## config.mk

```make
export PLATFORM = sky130hd
export DESIGN_NAME = mic_top
export DESIGN_NICKNAME = d
export VERILOG_FILES = /design/src/hw/mic_top.v
export VERILOG_INCLUDE_DIRS = /design/src /design/src/shared
export SDC_FILE = /design/constraint.sdc
export NUM_CORES = 1
export LEC_CHECK = 0
export BUFFER_PORTS_ARGS = -buffer_cell sky130_fd_sc_hd__buf_2
export CAP_MARGIN = 10
export CORE_MARGIN = 1
export CORE_UTILIZATION = 45
export CTS_CLUSTER_DIAMETER = 200
export CTS_CLUSTER_SIZE = 14
export DETAILED_ROUTE_END_ITERATION = 16
export HOLD_SLACK_MARGIN = 0.12
export PLACE_DENSITY = 0.74
export SETUP_SLACK_MARGIN = 0.2
export SLEW_MARGIN = 20
export SYNTH_ARGS = -nofsm -noshare
export SYNTH_HDL_FRONTEND = slang
export SYNTH_SLANG_ARGS = --single-unit
```

## constraint.sdc

```tcl
create_clock -name pclk -period 2.6 [get_ports pclk]
set_input_delay 0.13 -clock pclk [delete_from_list [all_inputs] [get_ports pclk]]
set_output_delay 0.13 -clock pclk [all_outputs]
set_load 0.05 [all_outputs]
```

## src/shared/mic_defines.vh

```
// Purpose: offsets, field positions, reset values and timing counts for mic_top
// Assumes: 32-bit apb, byte addresses
// Notes: definitions only
`ifndef MIC_DEFINES_VH
`define MIC_DEFINES_VH
// register byte offsets
`define MIC_OFF_CARD 12'h00c
`define MIC_OFF_DRPW 12'h010
`define MIC_OFF_RM2S 12'h014
`define MIC_OFF_RM1S 12'h018
`define MIC_OFF_RM2D 12'h01c
`define MIC_OFF_RM1D 12'h020
`define MIC_OFF_STAT 12'h024
// card timing / page mode fields
`define MIC_CARD_PAGE_HI 15
`define MIC_CARD_PAGE_LO 8
`define MIC_CARD_WAIT2 7
`define MIC_CARD_WAIT1 6
`define MIC_CARD_IO2 5
`define MIC_CARD_IO1 4
`define MIC_CARD_BYTE 3
`define MIC_CARD_RESET 32'h00000000
`define MIC_CARD_WMASK 32'hfffffff8
// refresh / power / watchdog fields
`define MIC_DR_EDO1 31
`define MIC_DR_EDO0 30
`define MIC_DR_ARB 29
`define MIC_DR_NOSNOOP 28
`define MIC_DR_IRQCLR 27
`define MIC_DR_RC1 26
`define MIC_DR_RC0 25
`define MIC_DR_WDEN 24
`define MIC_DR_WDLEN_HI 23
`define MIC_DR_WDLEN_LO 20
`define MIC_DR_SLEEP 16
`define MIC_DR_RF1 15
`define MIC_DR_RF0 14
`define MIC_DR_RP1_HI 13
`define MIC_DR_RP1_LO 8
`define MIC_DR_RP0_HI 5
`define MIC_DR_RP0_LO 0
`define MIC_DR_RESET 32'h00010000
`define MIC_DR_WMASK 32'hfff1ff3f
// remap fields
`define MIC_RM_ADDR_LO 9
`define MIC_RM_MASK_HI 3
// watchdog: timeout = (length+1) * step cycles
`define MIC_WD_STEP 8'h10
// refresh period: (period+1) * step + 1 cycles
`define MIC_RF_STEP 8'h40
`endif

```

## src/hw/mic_top.v

```verilog
// Purpose: memory interface configuration and behaviour control over apb
// Assumes: pclk 10 MHz, presetn async active low, one clock domain
// Notes: slot wait, bus acknowledge and write-busy inputs are synchronised by two flops before use
// Notes on behaviour
// RULE1: eight select read page mode enables, bits 15:8
// RULE2: per-slot memory and io access-time fields; the code has no such fields, access_time is only 1 or 2 from page mode
// RULE3: slot wait enable gates the wait input
// RULE4: io enable picks io strobes over read/write
// RULE5: bit 3 selects eight-bit card port
// RULE6: per-bank edo enable, width from bank config
// RULE7: default dma uses bus request and acknowledge
// RULE8: arbitration plus snoop disable bypasses bus request
// RULE9: core stalls only on miss contention
// RULE10: snoop disable suppresses snoop on dma writes
// RULE11: watchdog timeout raises core interrupt zero
// RULE12: interrupt held until clear bit set
// RULE13: option bit adds ras-to-cas clock
// RULE14: watchdog enable bit 24, length bits 23:20
// RULE15: power-down bit sleeps memories, signals low
// RULE16: non-register access ends power-down
// RULE17: refresh enable starts periodic bank refresh
// RULE18: software enables refresh after memory start-up
// RULE19: six-bit refresh period field per bank
// RULE20: write-only remap start address bits 31:9
// RULE21: write-only four-bit remap mask
// RULE22: write-only remap destination bits 31:9
// RULE23: masked start match replaces upper address bits
// RULE24: watchdog counts cycles from write start
// RULE25: page reads use second time after first
// RULE26: bank width config selects dram or sdram
//
// The APB slave port is this design's own decision.
`include "mic_defines.vh"
module mic_top (
    // apb slave
    input wire pclk,
    input wire presetn,
    input wire psel,
    input wire penable,
    input wire pwrite,
    input wire [11:0] paddr,
    input wire [31:0] pwdata,
    output reg [31:0] prdata,
    output wire pready,
    output wire pslverr,
    // processor access request
    input wire cpu_req,
    input wire cpu_write,
    input wire cpu_reg_space,
    input wire cpu_cache_miss,
    input wire [31:0] cpu_addr,
    input wire [2:0] cpu_sel,
    input wire cpu_sel_mem,
    input wire cpu_burst_beat,
    output reg [31:0] mem_addr,
    output reg [3:0] access_time,
    output reg cpu_stall,
    // bank config
    input wire [1:0] bank0_width_config,
    input wire [1:0] bank1_width_config,
    input wire mem_bank,
    output reg [1:0] bank_mode,
    output reg bank_edo,
    output reg [1:0] ras_cas_delay,
    // card slots
    input wire card_slot2,
    input wire card_io_space,
    input wire slot1_wait_n,
    input wire slot2_wait_n,
    output reg card_wait,
    output reg card_io_strobes,
    output reg card_byte_port,
    // dma
    input wire dma_start,
    input wire dma_write,
    input wire core_bus_ack,
    output reg core_bus_req,
    output reg core_snoop,
    output reg dma_grant,
    // write watchdog
    input wire mem_write_busy,
    output reg write_timeout_irq,
    // power and refresh
    output reg mem_self_refresh,
    output reg mem_signals_low,
    output reg bank0_refresh_pulse,
    output reg bank1_refresh_pulse
);
    reg [31:0] card_ff, drpw_ff;
    reg [31:9] rm1s_ff, rm2s_ff, rm1d_ff, rm2d_ff;
    reg [3:0] rm1m_ff, rm2m_ff;
    reg [1:0] w1_ff, w2_ff, ack_ff, wb_ff;
    // wide enough for the longest timeout and the longest refresh period
    reg [8:0] wd_cnt_ff, nxt_wd_cnt;
    reg [12:0] rf0_cnt_ff, rf1_cnt_ff, nxt_rf0, nxt_rf1;
    reg clr_prev_ff;
    wire wr = psel & penable & pwrite;
    wire [3:0] wd_len = drpw_ff[`MIC_DR_WDLEN_HI:`MIC_DR_WDLEN_LO];
    wire ext_arb = drpw_ff[`MIC_DR_ARB] & drpw_ff[`MIC_DR_NOSNOOP];

    // remap match: masked bits are ignored in the compare
    function hit;
        input [31:9] a, s;
        input [3:0] m;
        begin
            hit = ((a[31:13] == s[31:13]) && ((a[12:9] | m) == (s[12:9] | m)));
        end
    endfunction

    assign pready = 1'b1;
    assign pslverr = 1'b0;

    // register writes; remap regions are write-only
    always @(posedge pclk or negedge presetn) begin
        if (!presetn) begin
            card_ff <= `MIC_CARD_RESET;
            drpw_ff <= `MIC_DR_RESET;
            rm1s_ff <= 23'h000000;
            rm2s_ff <= 23'h000000;
            rm1d_ff <= 23'h000000;
            rm2d_ff <= 23'h000000;
            rm1m_ff <= 4'h0;
            rm2m_ff <= 4'h0;
        end else begin
            if (wr && paddr == `MIC_OFF_CARD)
                card_ff <= pwdata & `MIC_CARD_WMASK; // RULE1 RULE2
            if (wr && paddr == `MIC_OFF_DRPW)
                drpw_ff <= pwdata & `MIC_DR_WMASK; // RULE14 RULE19
            else if (cpu_req && !cpu_reg_space)
                drpw_ff[`MIC_DR_SLEEP] <= 1'b0; // RULE16
            if (wr && paddr == `MIC_OFF_RM2S) begin
                rm2s_ff <= pwdata[31:9]; // RULE20
                rm2m_ff <= pwdata[3:0]; // RULE21
            end
            if (wr && paddr == `MIC_OFF_RM1S) begin
                rm1s_ff <= pwdata[31:9]; // RULE20
                rm1m_ff <= pwdata[3:0]; // RULE21
            end
            if (wr && paddr == `MIC_OFF_RM2D)
                rm2d_ff <= pwdata[31:9]; // RULE22
            if (wr && paddr == `MIC_OFF_RM1D)
                rm1d_ff <= pwdata[31:9]; // RULE22
        end
    end

    // read mux; write-only and unmapped words read zero
    always @(posedge pclk or negedge presetn) begin
        if (!presetn)
            prdata <= 32'h00000000;
        else if (psel && !penable && !pwrite) begin
            case (paddr)
                `MIC_OFF_CARD: prdata <= card_ff;
                `MIC_OFF_DRPW: prdata <= drpw_ff;
                `MIC_OFF_STAT: prdata <= {29'h0, mem_self_refresh, cpu_stall,
                    write_timeout_irq};
                default: prdata <= 32'h00000000;
            endcase
        end
    end

    // two-flop synchronisers for pins from outside the clock domain
    always @(posedge pclk or negedge presetn) begin
        if (!presetn) begin
            w1_ff <= 2'b11;
            w2_ff <= 2'b11;
            ack_ff <= 2'b00;
            wb_ff <= 2'b00;
        end else begin
            w1_ff <= {w1_ff[0], slot1_wait_n};
            w2_ff <= {w2_ff[0], slot2_wait_n};
            ack_ff <= {ack_ff[0], core_bus_ack};
            wb_ff <= {wb_ff[0], mem_write_busy};
        end
    end

    // watchdog counter and timeout flag; the flag is set-dominant
    always @* begin
        nxt_wd_cnt = 9'h000;
        if (drpw_ff[`MIC_DR_WDEN] && wb_ff[1] && wd_cnt_ff != 9'h1ff)
            nxt_wd_cnt = wd_cnt_ff + 9'h001; // RULE24
    end
    wire wd_fire = drpw_ff[`MIC_DR_WDEN] && wb_ff[1] && // RULE14
        (wd_cnt_ff == ({5'h00, wd_len} + 9'h001) * `MIC_WD_STEP); // RULE24
    wire clr_bit = drpw_ff[`MIC_DR_IRQCLR];
    always @(posedge pclk or negedge presetn) begin
        if (!presetn) begin
            wd_cnt_ff <= 9'h000;
            write_timeout_irq <= 1'b0;
            clr_prev_ff <= 1'b0;
        end else begin
            wd_cnt_ff <= nxt_wd_cnt;
            clr_prev_ff <= clr_bit;
            if (wd_fire)
                write_timeout_irq <= 1'b1; // RULE11
            else if (clr_bit && !clr_prev_ff)
                write_timeout_irq <= 1'b0; // RULE12
        end
    end

    // refresh period counters, one pulse per period
    always @* begin
        nxt_rf0 = 13'h0000;
        nxt_rf1 = 13'h0000;
        if (drpw_ff[`MIC_DR_RF0] && rf0_cnt_ff <
            ({7'h00, drpw_ff[`MIC_DR_RP0_HI:`MIC_DR_RP0_LO]} + 13'h0001) * `MIC_RF_STEP)
            nxt_rf0 = rf0_cnt_ff + 13'h0001; // RULE19
        if (drpw_ff[`MIC_DR_RF1] && rf1_cnt_ff <
            ({7'h00, drpw_ff[`MIC_DR_RP1_HI:`MIC_DR_RP1_LO]} + 13'h0001) * `MIC_RF_STEP)
            nxt_rf1 = rf1_cnt_ff + 13'h0001; // RULE19
    end
    always @(posedge pclk or negedge presetn) begin
        if (!presetn) begin
            rf0_cnt_ff <= 13'h0000;
            rf1_cnt_ff <= 13'h0000;
            bank0_refresh_pulse <= 1'b0;
            bank1_refresh_pulse <= 1'b0;
        end else begin
            rf0_cnt_ff <= nxt_rf0;
            rf1_cnt_ff <= nxt_rf1;
            // refresh pulses when the period wraps; software waits for start-up
            bank0_refresh_pulse <= drpw_ff[`MIC_DR_RF0] && nxt_rf0 == 13'h0000; // RULE17
            bank1_refresh_pulse <= drpw_ff[`MIC_DR_RF1] && nxt_rf1 == 13'h0000; // RULE17
        end
    end

    // access steering, registered so data outputs come from flops
    always @(posedge pclk or negedge presetn) begin
        if (!presetn) begin
            mem_addr <= 32'h00000000;
            access_time <= 4'h0;
            cpu_stall <= 1'b0;
            bank_mode <= 2'b00;
            bank_edo <= 1'b0;
            ras_cas_delay <= 2'b00;
            card_wait <= 1'b0;
            card_io_strobes <= 1'b0;
            card_byte_port <= 1'b0;
            core_bus_req <= 1'b0;
            core_snoop <= 1'b0;
            dma_grant <= 1'b0;
            mem_self_refresh <= 1'b1;
            mem_signals_low <= 1'b1;
        end else begin
            if (hit(cpu_addr[31:9], rm1s_ff, rm1m_ff)) // RULE23
                mem_addr <= {rm1d_ff, cpu_addr[8:0]};
            else if (hit(cpu_addr[31:9], rm2s_ff, rm2m_ff)) // RULE23
                mem_addr <= {rm2d_ff, cpu_addr[8:0]};
            else
                mem_addr <= cpu_addr;
            // second time used only for page-mode read beats
            if (!cpu_write && cpu_burst_beat &&
                card_ff[`MIC_CARD_PAGE_LO + {cpu_sel_mem, cpu_sel[1:0]}]) // RULE1
                access_time <= 4'h2; // RULE25
            else
                access_time <= 4'h1; // RULE25
            bank_mode <= mem_bank ? bank1_width_config : bank0_width_config; // RULE26
            bank_edo <= mem_bank ? drpw_ff[`MIC_DR_EDO1] : drpw_ff[`MIC_DR_EDO0]; // RULE6
            ras_cas_delay <= 2'b01 + {1'b0, mem_bank ? drpw_ff[`MIC_DR_RC1] :
                drpw_ff[`MIC_DR_RC0]}; // RULE13
            card_wait <= card_slot2 ? (card_ff[`MIC_CARD_WAIT2] & ~w2_ff[1]) :
                (card_ff[`MIC_CARD_WAIT1] & ~w1_ff[1]); // RULE3
            card_io_strobes <= card_io_space & (card_slot2 ? card_ff[`MIC_CARD_IO2] :
                card_ff[`MIC_CARD_IO1]); // RULE4
            card_byte_port <= card_ff[`MIC_CARD_BYTE]; // RULE5
            core_bus_req <= dma_start & ~ext_arb; // RULE7
            dma_grant <= ext_arb ? (dma_start & ~(cpu_req & cpu_cache_miss)) : // RULE8
                (dma_start & ack_ff[1]); // RULE7
            cpu_stall <= ext_arb & dma_start & cpu_req & cpu_cache_miss; // RULE9
            core_snoop <= dma_start & dma_write & ~drpw_ff[`MIC_DR_NOSNOOP]; // RULE10
            mem_self_refresh <= drpw_ff[`MIC_DR_SLEEP]; // RULE15
            mem_signals_low <= drpw_ff[`MIC_DR_SLEEP]; // RULE15
        end
    end
endmodule // mic_top

```

# After elaboration in Yosys (flattened, before gate mapping)
# Index checks and enable logic that the tools add are counted.
[totals]
inputBits = 103
word_cells = 131
reg_bits = 284
out_inout_bits = 87
[op_classes]
n_mux = 19
bitwise_logic = 24
addsub = 8
reduce_logical = 30
order_cmp = 3
eq_ne = 13
[ops]
columns = ["op", "n"]
rows = [
  ["$pmux 32 s3", 1],
  ["$mux 32", 2],
  ["$eq 12x5->1 const B", 4],
  ["$eq 19x19->1", 2],
  ["$add 13x1->13 const B", 2],
  ["$logic_not 13->1", 2],
  ["$lt 13x13->1", 2],
  ["$mux 13", 2],
  ["$eq 12x6->1 const B", 2],
  ["$logic_and 1x1->1", 21],
  ["$or 4x4->4", 4],
  ["$and 1x1->1", 15],
  ["$add 6x1->7 const B", 2],
  ["$eq 12x4->1 const B", 1],
  ["$mux 1", 10],
  ["$add 9x1->9 const B", 1],
  ["$eq 9x9->1", 1],
  ["$mux 9", 1],
  ["$ne 9x9->1 const B", 1],
  ["$eq 4x4->1", 2],
  ["$lt 5x6->1 const B", 1],
  ["$add 4x1->5 const B", 1],
  ["$add 4x3->5 const A", 1],
  ["$bmux 1 s5", 1],
  ["5 further kinds", 15],
]

# Logic depth before layout (Yosys ltp)
# Gate-level depths: netlist of the first run.
[logic_depth]
word_depth = 6
mapped_depth = 9
ltp_nobuf = 8

# Worst setup path before layout of the first run
# OpenSTA, ideal clock, no wires.
[synth_path]
path_type = "flip-flop to flip-flop"
startpoint = "register drpw_ff[0]"
endpoint = "register rf0_cnt_ff[10]"
setup_slack_ns = 0.458
n_path_buf = 1
t_arrival_ns = 2.070
synth_period_minus_slack_ns = 2.142
path_stages_with_launch = 10
path_cell_list = "dfrtp_1 -> ha_1 -> and3_1 -> xnor2_1 -> ha_1 -> and3_1 -> a22oi_1 -> nand4b_1 -> clkbuf_1 -> nor2_1"
[synth_via]
elab_chain_len = 4
[synth_rtl]
columns = ["element", "line", "text"]
rows = [
  ["start, declared", "mic_top.v:89", "reg [31:0] card_ff, drpw_ff;"],
  ["start signal, assigned", "mic_top.v:117", "drpw_ff <= `MIC_DR_RESET;"],
  ["start signal, assigned", "mic_top.v:128", "drpw_ff <= pwdata & `MIC_DR_WMASK;"],
  ["$add 6x1->7", "mic_top.v:205", "({7'h00, drpw_ff[`MIC_DR_RP0_HI:`MIC_DR_RP0_LO]} + 13'h0001) * `MIC_RF_STEP)"],
  ["$lt 13x13->1 (no line)", "-", ""],
  ["$logic_and 1x1->1 (no line)", "-", ""],
  ["$mux 13", "mic_top.v:204", "if (drpw_ff[`MIC_DR_RF0] && rf0_cnt_ff <"],
  ["net nxt_rf0[10]", "mic_top.v:95", "reg [12:0] rf0_cnt_ff, rf1_cnt_ff, nxt_rf0, nxt_rf1;"],
  ["end signal, assigned", "mic_top.v:218", "rf0_cnt_ff <= nxt_rf0;"],
  ["end, declared", "mic_top.v:95", ""],
]
# The timed path passes the listed nets, and every way through them passes these cells.
# A chain may end at the register's enable or synchronous reset.

# Worst setup path after layout of the first run
[layout_path]
startpoint = "register drpw_ff[0]"
endpoint = "register rf0_cnt_ff[12]"
# Same word-level chain as after synthesis.

==> summary.md, run 1 <==
| Metric | Value |
|---|---|
| Outcome | `complete, no violations` |
| Mean Syn Cell Area | `about 12 sq um` |
| Final non-filler cell total | `1685` |
| Clock root cell | `clkbuf_16` |
| EDFF count, synth | `0` |
| DR vias | `9159` |
| #FFs+latches synth | `282` |
| Largest net degree at the start of global routing | `66` |
| Synth warn | `0` |
| Grt ovf | `0` |
| Clk_skew | `0.01292 ns` |
| RSZ-0062 raised after global routing | `false` |
| Final Hold Viols | `0` |
| Startpoint Class | `register` |
| Antenna viol nets, final | `0` |
| Setup violations, final | `0` |
| Setup Total Neg Slack | `0 ns` |
| First drt pass iteration count | `5` |
| Initial antenna violation count | `0` |
| Max VDD drop | `518.3 uV` |
| Die H | `168.6 microns` |
| DP HPWL | `21390 microns` |
| Clock transition at path regs | `0.07 ns` |
| DR WL/cell | `between 15 and 20 microns` |
| CP Class | `register to register` |
| WP data arrival | `2.71 ns` |
| Pwr Density | `574.1 nW/um^2` |
| Area delta synth->final | `23.92%` |
| Hold/Removal Path Class | `input port to async pin` |
| Final design utilization | `a little under three fifths` |
| Clock buffer depth | `3` |
| Vias/cell | `5.436` |
| Leading area contributor after synthesis | `dfrtp_1` |
| Final non-filler cell area | `15480 sq um` |
| Die width | `168.6 microns` |
| DR iter-0 viols | `769` |
| Number of max-cap violations | `0` |
| Diode count | `0` |
| Final nets | `1418` |
| Clk sinks | `282` |
| Crit path time final | `around 2.3 ns` |
| Cell count after synthesis | `between 1000 and 1500` |
| Ys async rst share | `100.0%` |
| Core area | `27100 sq um` |
| Initial Util | `46.09%` |
| Placed cell area | `approximately 14000 sq um` |
| Post-Syn Area | `about 12000 sq um` |
| Worst Path Required | `3.06 ns` |
| FF-to-FF Start | `drpw_ff[0]` |
| Slew margin rel. | `42.91%` |
| Overall Global Routing Usage | `23.04%` |
| Part of the Yosys area used for sequential elements | `approximately 57%` |
| H-tree levels | `1` |
| Synth top area cells | `dfrtp_1 (55%), mux2_2 (13%), xor2_1 (3.4%)` |
| Site row count | `60` |
| CTS tree | `done` |
| Vias in the first global route | `between 9000 and 10000` |
| R2r worst-path depth | `9` |
| Detailed-route DRC error count | `0` |
| CP max FO | `6` |
| Fmax achieved | `between 0.4 and 0.5 GHz` |
| Number of distinct library cells after synthesis | `55` |
| CP endpoint kind | `register` |
| Fin. max-slew vios | `0` |
| Die area | `roughly 28000 sq um` |
| Crit path from | `drpw_ff[0]` |
| Worst reg2reg endpoint | `rf0_cnt_ff[12]` |
| Slew at the pin closest to its max-slew limit | `0.8564 ns` |
| P_leak | `7.374 nW` |
| First-pass GRT wire length | `a little over 50000 microns` |
| Top-area cell type share of the netlist area | `between 50% and 60%` |
| Flop-to-flop setup slack | `0.35 ns` |
| Top_reg_cell synth | `dfrtp_1` |
| Num CTS Buffers | `24` |
| Period utilization | `between 80% and 90%` |
| Placer Congestion | `0.8677` |
| Fraction of layout cells with a size suffix above 1 | `30.46%` |
| IO Count | `190` |
| WL final | `32260 microns` |
| Post-CTS setup buffers | `0` |
| Clk_lat worst skew | `0.54 ns` |
| IO buf count | `roughly 180` |
| Worst setup path end | `rf0_cnt_ff[12]` |
| Cell total after placement | `about 1600` |
-- metrics by stage --
step           hold WS (ns)  total power [mW]  worst slack (ns)
5_1_grt              0.1730             9.195            0.2068
2_1_floorplan       -0.1656             5.127            0.4577
3_3_place_gp         0.1138             5.523            0.4449
3_5_place_dp         0.1104             5.534            0.3811
6_report             0.1393             8.886            0.3489
4_1_cts              0.1472             8.969            0.3708
-- cell type report --
cell class | instances | area (sq um)
inverters | 14 | 52.55
well taps | 372 | 465.4
clock inverters | 2 | 32.53
clock buffers | 42 | 668.1
multi-input cells | 676 | 5111
flip-flops and latches | 282 | 7066
fillers | 2241 | 11620
repair buffers | 297 | 2085
-- cells in the mapped netlist, types with 23 or more instances --
cell        n
o21ai_0    31
a221oi_1   27
xor2_1     48
clkbuf_1   26
nor3_1     31
nor2_1    103
nand2_1    27
a31oi_1    23
mux2_2    147
nand3_1    57
dfrtp_1   276
xnor2_1    40
-- routing by layer --
layer | part of all wire (%) | global-route usage (%) | vias to the layer above
li1 | - | - | 4198
met1 | 44 | 31.09 | 4594
met2 | 48 | 37.96 | 310
met3 | 5.8 | 3.951 | 57
met4 | 3.1 | 7.391 | 0
met5 | 0 | 0 | -
-- timing repair --
item / in CTS / in global routing
hold endpoints to repair: 481 / 0
endpoints found under the setup margin: 0 / 5
hold buffers: 87 / 0
resized for setup: 0 / 1
-- flip-flops by register name, indices dropped and copies added (netlist names), 9 cells and up --
name        count
card_ff        29
drpw_ff        27
mem_addr       32
prdata         32
rf0_cnt_ff     13
rf1_cnt_ff     13
rm1d_ff        23
rm1s_ff        23
rm2d_ff        23
rm2s_ff        23
wd_cnt_ff       9
-- worst min-delay path by stage --
stage / slack (ns) / end / startpoint / cells past startpoint
detailed placement: 0.11 / rf1_cnt_ff[6] / presetn / 1
floorplan: -0.17 / access_time[0] / presetn / 0
global route: 0.17 / rf1_cnt_ff[6] / presetn / 2
finish: 0.14 / rf1_cnt_ff[6] / presetn / 2
CTS: 0.15 / rf1_cnt_ff[3] / presetn / 2
global placement: 0.11 / rf1_cnt_ff[6] / presetn / 1
-- cells in the final DEF, fill, tap and decap left out, types with 30 or more instances in the layout --
master,netlist,layout
buf_2,20,183
dfrtp_1,276,275
dlygate4sd3_1,0,87
mux2_2,147,147
nand3_1,57,57
nor2_1,103,102
nor3_1,31,30
o21ai_0,31,31
xnor2_1,40,40
xor2_1,48,48
-- worst max-delay path: stages (launching register included) --
cell,delay [ns]
dfrtp_2,0.44
ha_1,0.23
and3_1,0.20
xnor2_1,0.16
ha_1,0.25
and3_1,0.20
a22oi_1,0.19
nand4b_1,0.19
buf_4,0.21
nor2_1,0.11
-- cell families after synthesis --
logic type / Yosys count / share of synthesized area [%]
AOI/OAI and AO/OA: 114 / 6.260
adders and majority gates: 20 / 2.003
other: 2 / 0.06012
xor gates and xnor gates: 88 / 6.170
and+or+nand+nor: 285 / 11.23
buffers and inverters: 70 / 2.694
DFF: 282 / 56.55
muxes: 165 / 15.03
-- power by group --
| group | switching [mW] | internal, mW | leakage (nW) |
|---|---|---|---|
| Sequential | 0.0489 | 4.49 | 3.76 |
| Clock | 1.59 | 1.75 | 0.331 |
| Combinational | 0.705 | 0.299 | 3.28 |
(Power assumes the default switching activity.)
==> run 2: changes to the inputs <==
--- a/config.mk
+++ b/config.mk
@@ -15,6 +15,7 @@
 export DETAILED_ROUTE_END_ITERATION = 16
 export HOLD_SLACK_MARGIN = 0.12
 export PLACE_DENSITY = 0.74
+export REMOVE_ABC_BUFFERS = 1
 export SETUP_SLACK_MARGIN = 0.2
 export SLEW_MARGIN = 20
 export SYNTH_ARGS = -nofsm -noshare
==> summary.md, run 2 (synthesis results as in run 1) <==
| Metric | Value |
|---|---|
| Outcome | `complete, no violations` |
| CP Class | `register to register` |
| Die width | `~170 microns` |
| Setup Total Neg Slack | `0 ns` |
| Placer Congestion | `0.8339` |
| CTS tree | `done` |
| Fin. max-slew vios | `0` |
| Clock buffer depth | `3` |
| Final nets | `1427` |
| Core area | `27100 sq um` |
| IO buf count | `184` |
| DR WL/cell | `18.58 microns` |
| Clock root cell | `clkbuf_16` |
| FF/Latch Area | `7067 sq um` |
| Vias in the first global route | `9230` |
| Hold slack | `0.1820 ns` |
| Vias/cell | `5.413` |
| Worst Path Required | `3.01 ns` |
| Final non-filler cell total | `1694` |
| CP max stage delay | `about 0.44 ns` |
| DR iter-0 viols | `646` |
| Max VDD drop | `538.1 uV` |
| Diode count | `0` |
| Placed cell area | `13900 sq um` |
| R2r worst-path depth | `8` |
| Initial Util | `a little under half` |
| Commonest non-fill, non-tap cell in the layout | `dfrtp_1` |
| Num CTS Buffers | `24` |
| Pwr Density | `roughly 570 nW/um^2` |
| Initial antenna violation count | `0` |
| Fmax achieved | `between 0.4 and 0.5 GHz` |
| Site row count | `60` |
| Commonest cells after routing, fill and taps aside | `dfrtp_1 (274), buf_2 (183), mux2_2 (147)` |
| Die area | `28430 sq um` |
| First drt pass iteration count | `5` |
| Period utilization | `slightly above 90%` |
| Cell total after placement | `roughly 1600` |
| DP HPWL | `20740 microns` |
| FF-to-FF Start | `drpw_ff[9]` |
| Clock transition at path regs | `0.07 ns` |
| Slew margin rel. | `40.69%` |
| Area delta synth->final | `24.57%` |
| DR vias | `~9200` |
| Clk sinks | `between 200 and 300` |
| First-pass GRT wire length | `around 50000 microns` |
| Fillers | `2288` |
| CP max FO | `6` |
| Multi-input gate area | `5134 sq um` |
| Largest net degree at the start of global routing | `76` |
| CP endpoint kind | `register` |
| Detailed-route DRC error count | `0` |
| RSZ-0062 raised after global routing | `false` |
| Startpoint Class | `register` |
| P_leak | `7.406 nW` |
| WL final | `31480 microns` |
| Fraction of layout cells with a size suffix above 1 | `31.69%` |
| Setup violations, final | `0` |
| Antenna viol nets, final | `0` |
| Overall Global Routing Usage | `~22%` |
| Crit path time final | `2.369 ns` |
| CP cell instances | `ha_2 > and3_1 > nand3_1 > ha_1 > and3_1 > a22oi_2 > nand4b_1 > a32o_1` |
| Final Hold Viols | `0` |
| Slowest-stage cell, CP | `dfrtp_1` |
| Crit path from | `drpw_ff[9]` |
| Slew at the pin closest to its max-slew limit | `0.8897 ns` |
| Number of max-cap violations | `0` |
| Hold/Removal Path Class | `input port to async pin` |
| Die H | `168.6 microns` |
| IO Count | `190` |
| Clk_lat worst skew | `0.52 ns` |
| Largest regs | `mem_addr: 32 flops, prdata: 32 flops, card_ff: 29 flops` |
| Most frequent cell on the critical path | `and3_1` |
| H-tree levels | `1` |
| Clk_skew | `0.01477 ns` |
| WP data arrival | `2.78 ns` |
| Grt ovf | `0` |
| Final non-filler cell area | `roughly 16000 sq um` |
[run 2: cell types whose count changed in the layout (fill, tap and decap cells not counted), moves of 2 or more]
cell,before,now
buf_4,19,29
buf_12,7,5
buf_6,0,3
nor2_2,1,4
ha_2,0,2
dlygate4sd3_1,87,85
ha_1,20,18
nor2_1,102,99
[run 2: stage by stage]
stage / total power [mW] / util (%) / setup WS (ns)
2_1_floorplan: 5.119 / - / -0.6184
3_3_place_gp: 5.508 / 51.31 / 0.2751
3_5_place_dp: 5.520 / 51.31 / 0.2413
4_1_cts: 9.030 / 57.06 / 0.2176
5_1_grt: 9.256 / 57.42 / 0.1305
6_report: 8.923 / 57.42 / 0.2313
[run 2: power breakdown]
part / total [mW] / switching, mW / internal (mW)
Clock: 3.40 / 1.59 / 1.81
Sequential: 4.54 / 0.0448 / 4.49
Combinational: 0.990 / 0.691 / 0.299
Total: 8.92 / 2.32 / 6.60
[run 2: final cells by class]
class	instances	area share, %
clock buffers	43	4.454
clock inverters	1	0.1045
inverters	14	0.3377
multi-input cells	676	32.99
flip-flops and latches	282	45.41
well taps	372	2.991
repair buffers	306	13.71
[run 2: path summary, 6_finish.rpt]
kind	end	slack [ns]
max reg2reg	bank1_refresh_pulse	0.23
max	bank1_refresh_pulse	0.23
min reg2reg	wb_ff[1]	0.35
min in group pclk	prdata[19]	0.22
min	rf1_cnt_ff[6]	0.18
max in group asynchronous	rm2d_ff[11]	1.60
[run 2: timing repair]
| item | CTS | global route |
|---|---|---|
| hold buffers | 85 | 0 |
| endpoints found under the setup margin | 0 | 23 |
| hold endpoints to repair | 390 | 0 |
| gates resized for setup | 0 | 12 |
| buffers inserted | 0 | 8 |
[run 2: critical path: cells and delay by family (launching register included)]
family	cells	cell delay, ns
simple gates	4	0.77
flops	1	0.44
compound gates	2	0.51
fa+ha+maj	2	0.54
[run 2: layer usage]
| layer | vias up | GRT usage (%) | wire, microns |
|---|---|---|---|
| li1 | 4211 | - | - |
| met1 | 4618 | 30.18 | 13760 |
| met2 | 288 | 37.98 | 15340 |
| met3 | 52 | 2.993 | 1625 |
| met4 | 0 | 6.838 | 751 |
| met5 | - | 0 | 0 |
==> run 3: changes to the inputs <==
==> constraint.sdc (replaced) <==
create_clock -name pclk -period 2.6 [get_ports pclk]
set_input_delay 0.65 -clock pclk [delete_from_list [all_inputs] [get_ports pclk]]
set_output_delay 0.65 -clock pclk [all_outputs]
set_load 0.05 [all_outputs]
==> summary.md, run 3 (synthesis results as in run 1) <==
| Metric | Value |
|---|---|
| Final Hold Viols | `0` |
| CP Class | `register to register` |
| Clk sinks | `around 280` |
| Fraction of layout cells with a size suffix above 1 | `32.96%` |
| DR vias | `8750` |
| Hold path depth | `1` |
| Core area | `27100 sq um` |
| Slew margin rel. | `58.63%` |
| Die width | `168.6 microns` |
| Crit path time final | `2.305 ns` |
| Hold buffers post-CTS | `1` |
| Final Power | `8.776 mW` |
| Period utilization | `88.64%` |
| DR WL/cell | `19.08 microns` |
| Post-cts sizing count | `0` |
| WL final | `between 30000 and 40000 microns` |
| Fin. max-slew vios | `0` |
| Hold/Removal Path Class | `input port to register` |
| Pwr Density | `595.2 nW/um^2` |
| Antenna viol nets, final | `0` |
| Initial antenna violation count | `5` |
| Hold Path Origin | `mem_write_busy` |
| FF-to-FF Start | `drpw_ff[0]` |
| Final nets | `1340` |
| Largest regs | `mem_addr: 32 flops, prdata: 32 flops, card_ff: 29 flops` |
| DP HPWL | `21090 microns` |
| IO Count | `190` |
| P_leak | `a little over 7 nW` |
| Detailed-route DRC error count | `0` |
| Hold Path End | `wb_ff[0]` |
| Outcome | `complete, no violations` |
| DR iter-0 viols | `roughly 700` |
| Largest net degree at the start of global routing | `71` |
| Final non-filler cell total | `1609` |
| H-tree levels | `1` |
| Worst Path Required | `between 3 and 4 ns` |
| Area delta synth->final | `18.04%` |
| Fillers | `~2300` |
| Flop-to-flop setup slack | `0.30 ns` |
| First drt pass iteration count | `5` |
| Overall Global Routing Usage | `21.92%` |
| Clk_lat worst skew | `0.53 ns` |
| Startpoint Class | `register` |
| Post-CTS setup buffers | `0` |
| Cell total after placement | `1562` |
| R2r worst-path depth | `9` |
| WP data arrival | `2.75 ns` |
| FF/Latch Area | `7064 sq um` |
| CP max FO | `7` |
| Setup violations, final | `0` |
| Num CTS Buffers | `24` |
| Worst reg2reg endpoint | `rf0_cnt_ff[5]` |
| Placer Congestion | `0.8271` |
| Clock buffer depth | `3` |
| CTS tree | `done` |
| Multi-input gate area | `about 5100 sq um` |
| RSZ-0062 raised after global routing | `false` |
| Commonest cells after routing, fill and taps aside | `dfrtp_1 (276), buf_2 (183), mux2_2 (147)` |
| First-pass GRT wire length | `48870 microns` |
| Vias in the first global route | `around 9000` |
| Site row count | `60` |
| Grt ovf | `0` |
| Max VDD drop | `531.9 uV` |
| Clk_skew | `0.02004 ns` |
| Vias/cell | `5.438` |
| Slew at the pin closest to its max-slew limit | `0.6149 ns` |
| Fmax achieved | `0.4339 GHz` |
| Commonest non-fill, non-tap cell in the layout | `dfrtp_1` |
| Clock transition at path regs | `0.07 ns` |
| CP endpoint kind | `register` |
| Number of max-cap violations | `0` |
| Die H | `168.6 microns` |
| IO buf count | `approximately 180` |
| Initial Util | `46.09%` |
| Clock root cell | `clkbuf_16` |
| Die area | `28430 sq um` |
## run 3: changes by cell type in the layout (fill, tap and decap cells not counted), sizes merged
cell / previous run / this run
dlygate4sd3: 85 / 1
buf: 221 / 218
diode: 0 / 2
clkbuf: 43 / 42
clkinv: 1 / 2
## run 3: routing by layer
layer	wire, microns	global-route usage, %	vias to the layer above
li1	-	-	4029
met1	13810	29.61	4443
met2	14950	37.29	243
met3	1391	3.086	31
met4	533	5.494	4
met5	22	0	-
## run 3: metrics by stage
stage	hold WS [ns]	setup slack [ns]	util, %	TNS (ns)	area (sq um)
floorplan	0.3312	-1.138	-	-52.05	12220
global placement	0.3376	0.09122	51.77	0	14030
detailed placement	0.3364	0.07919	51.77	0	14030
CTS	0.1996	0.3257	54.39	0	14740
global route	0.1973	0.2247	54.41	0	14750
finish	0.2192	0.2954	54.41	0	14750
## run 3: critical path, stage by stage, from the launching register on
cell      delay (ns)
dfrtp_1         0.46
ha_1            0.26
and3_1          0.21
xnor2_1         0.13
ha_1            0.27
and3_1          0.19
a22oi_1         0.18
nand4b_1        0.19
buf_4           0.21
nor2_1          0.13
## run 3: worst max path at each step
| stage | depth (start not counted) | to | slack (ns) | startpoint |
|---|---|---|---|---|
| 2_1_floorplan | 4 | rm2m_ff[0] | -1.14 | paddr[1] |
| 3_3_place_gp | 8 | card_ff[17] | 0.09 | paddr[1] |
| 4_1_cts | 9 | rf0_cnt_ff[3] | 0.33 | drpw_ff[0] |
| 5_1_grt | 9 | rf0_cnt_ff[1] | 0.22 | drpw_ff[0] |
| 6_report | 9 | rf0_cnt_ff[5] | 0.30 | drpw_ff[0] |
| 3_5_place_dp | 8 | card_ff[7] | 0.08 | paddr[1] |
## run 3: area by class of cell
cell class                 instances  share of cell area [%]
clock inverter                     2                  0.2206
sequential                       282                   47.91
inverter                          14                  0.3564
tap                              372                   3.157
multi-input combinational        676                   34.66
clock buffer                      42                   4.531
timing repair buffer             219                   9.130
antenna                            2                 0.03394
## run 3: where the power goes
group          internal [mW]  leakage [nW]  switching [mW]
Clock                   1.75         0.331            1.59
Combinational          0.221          2.98           0.670
Sequential              4.49          3.76          0.0449
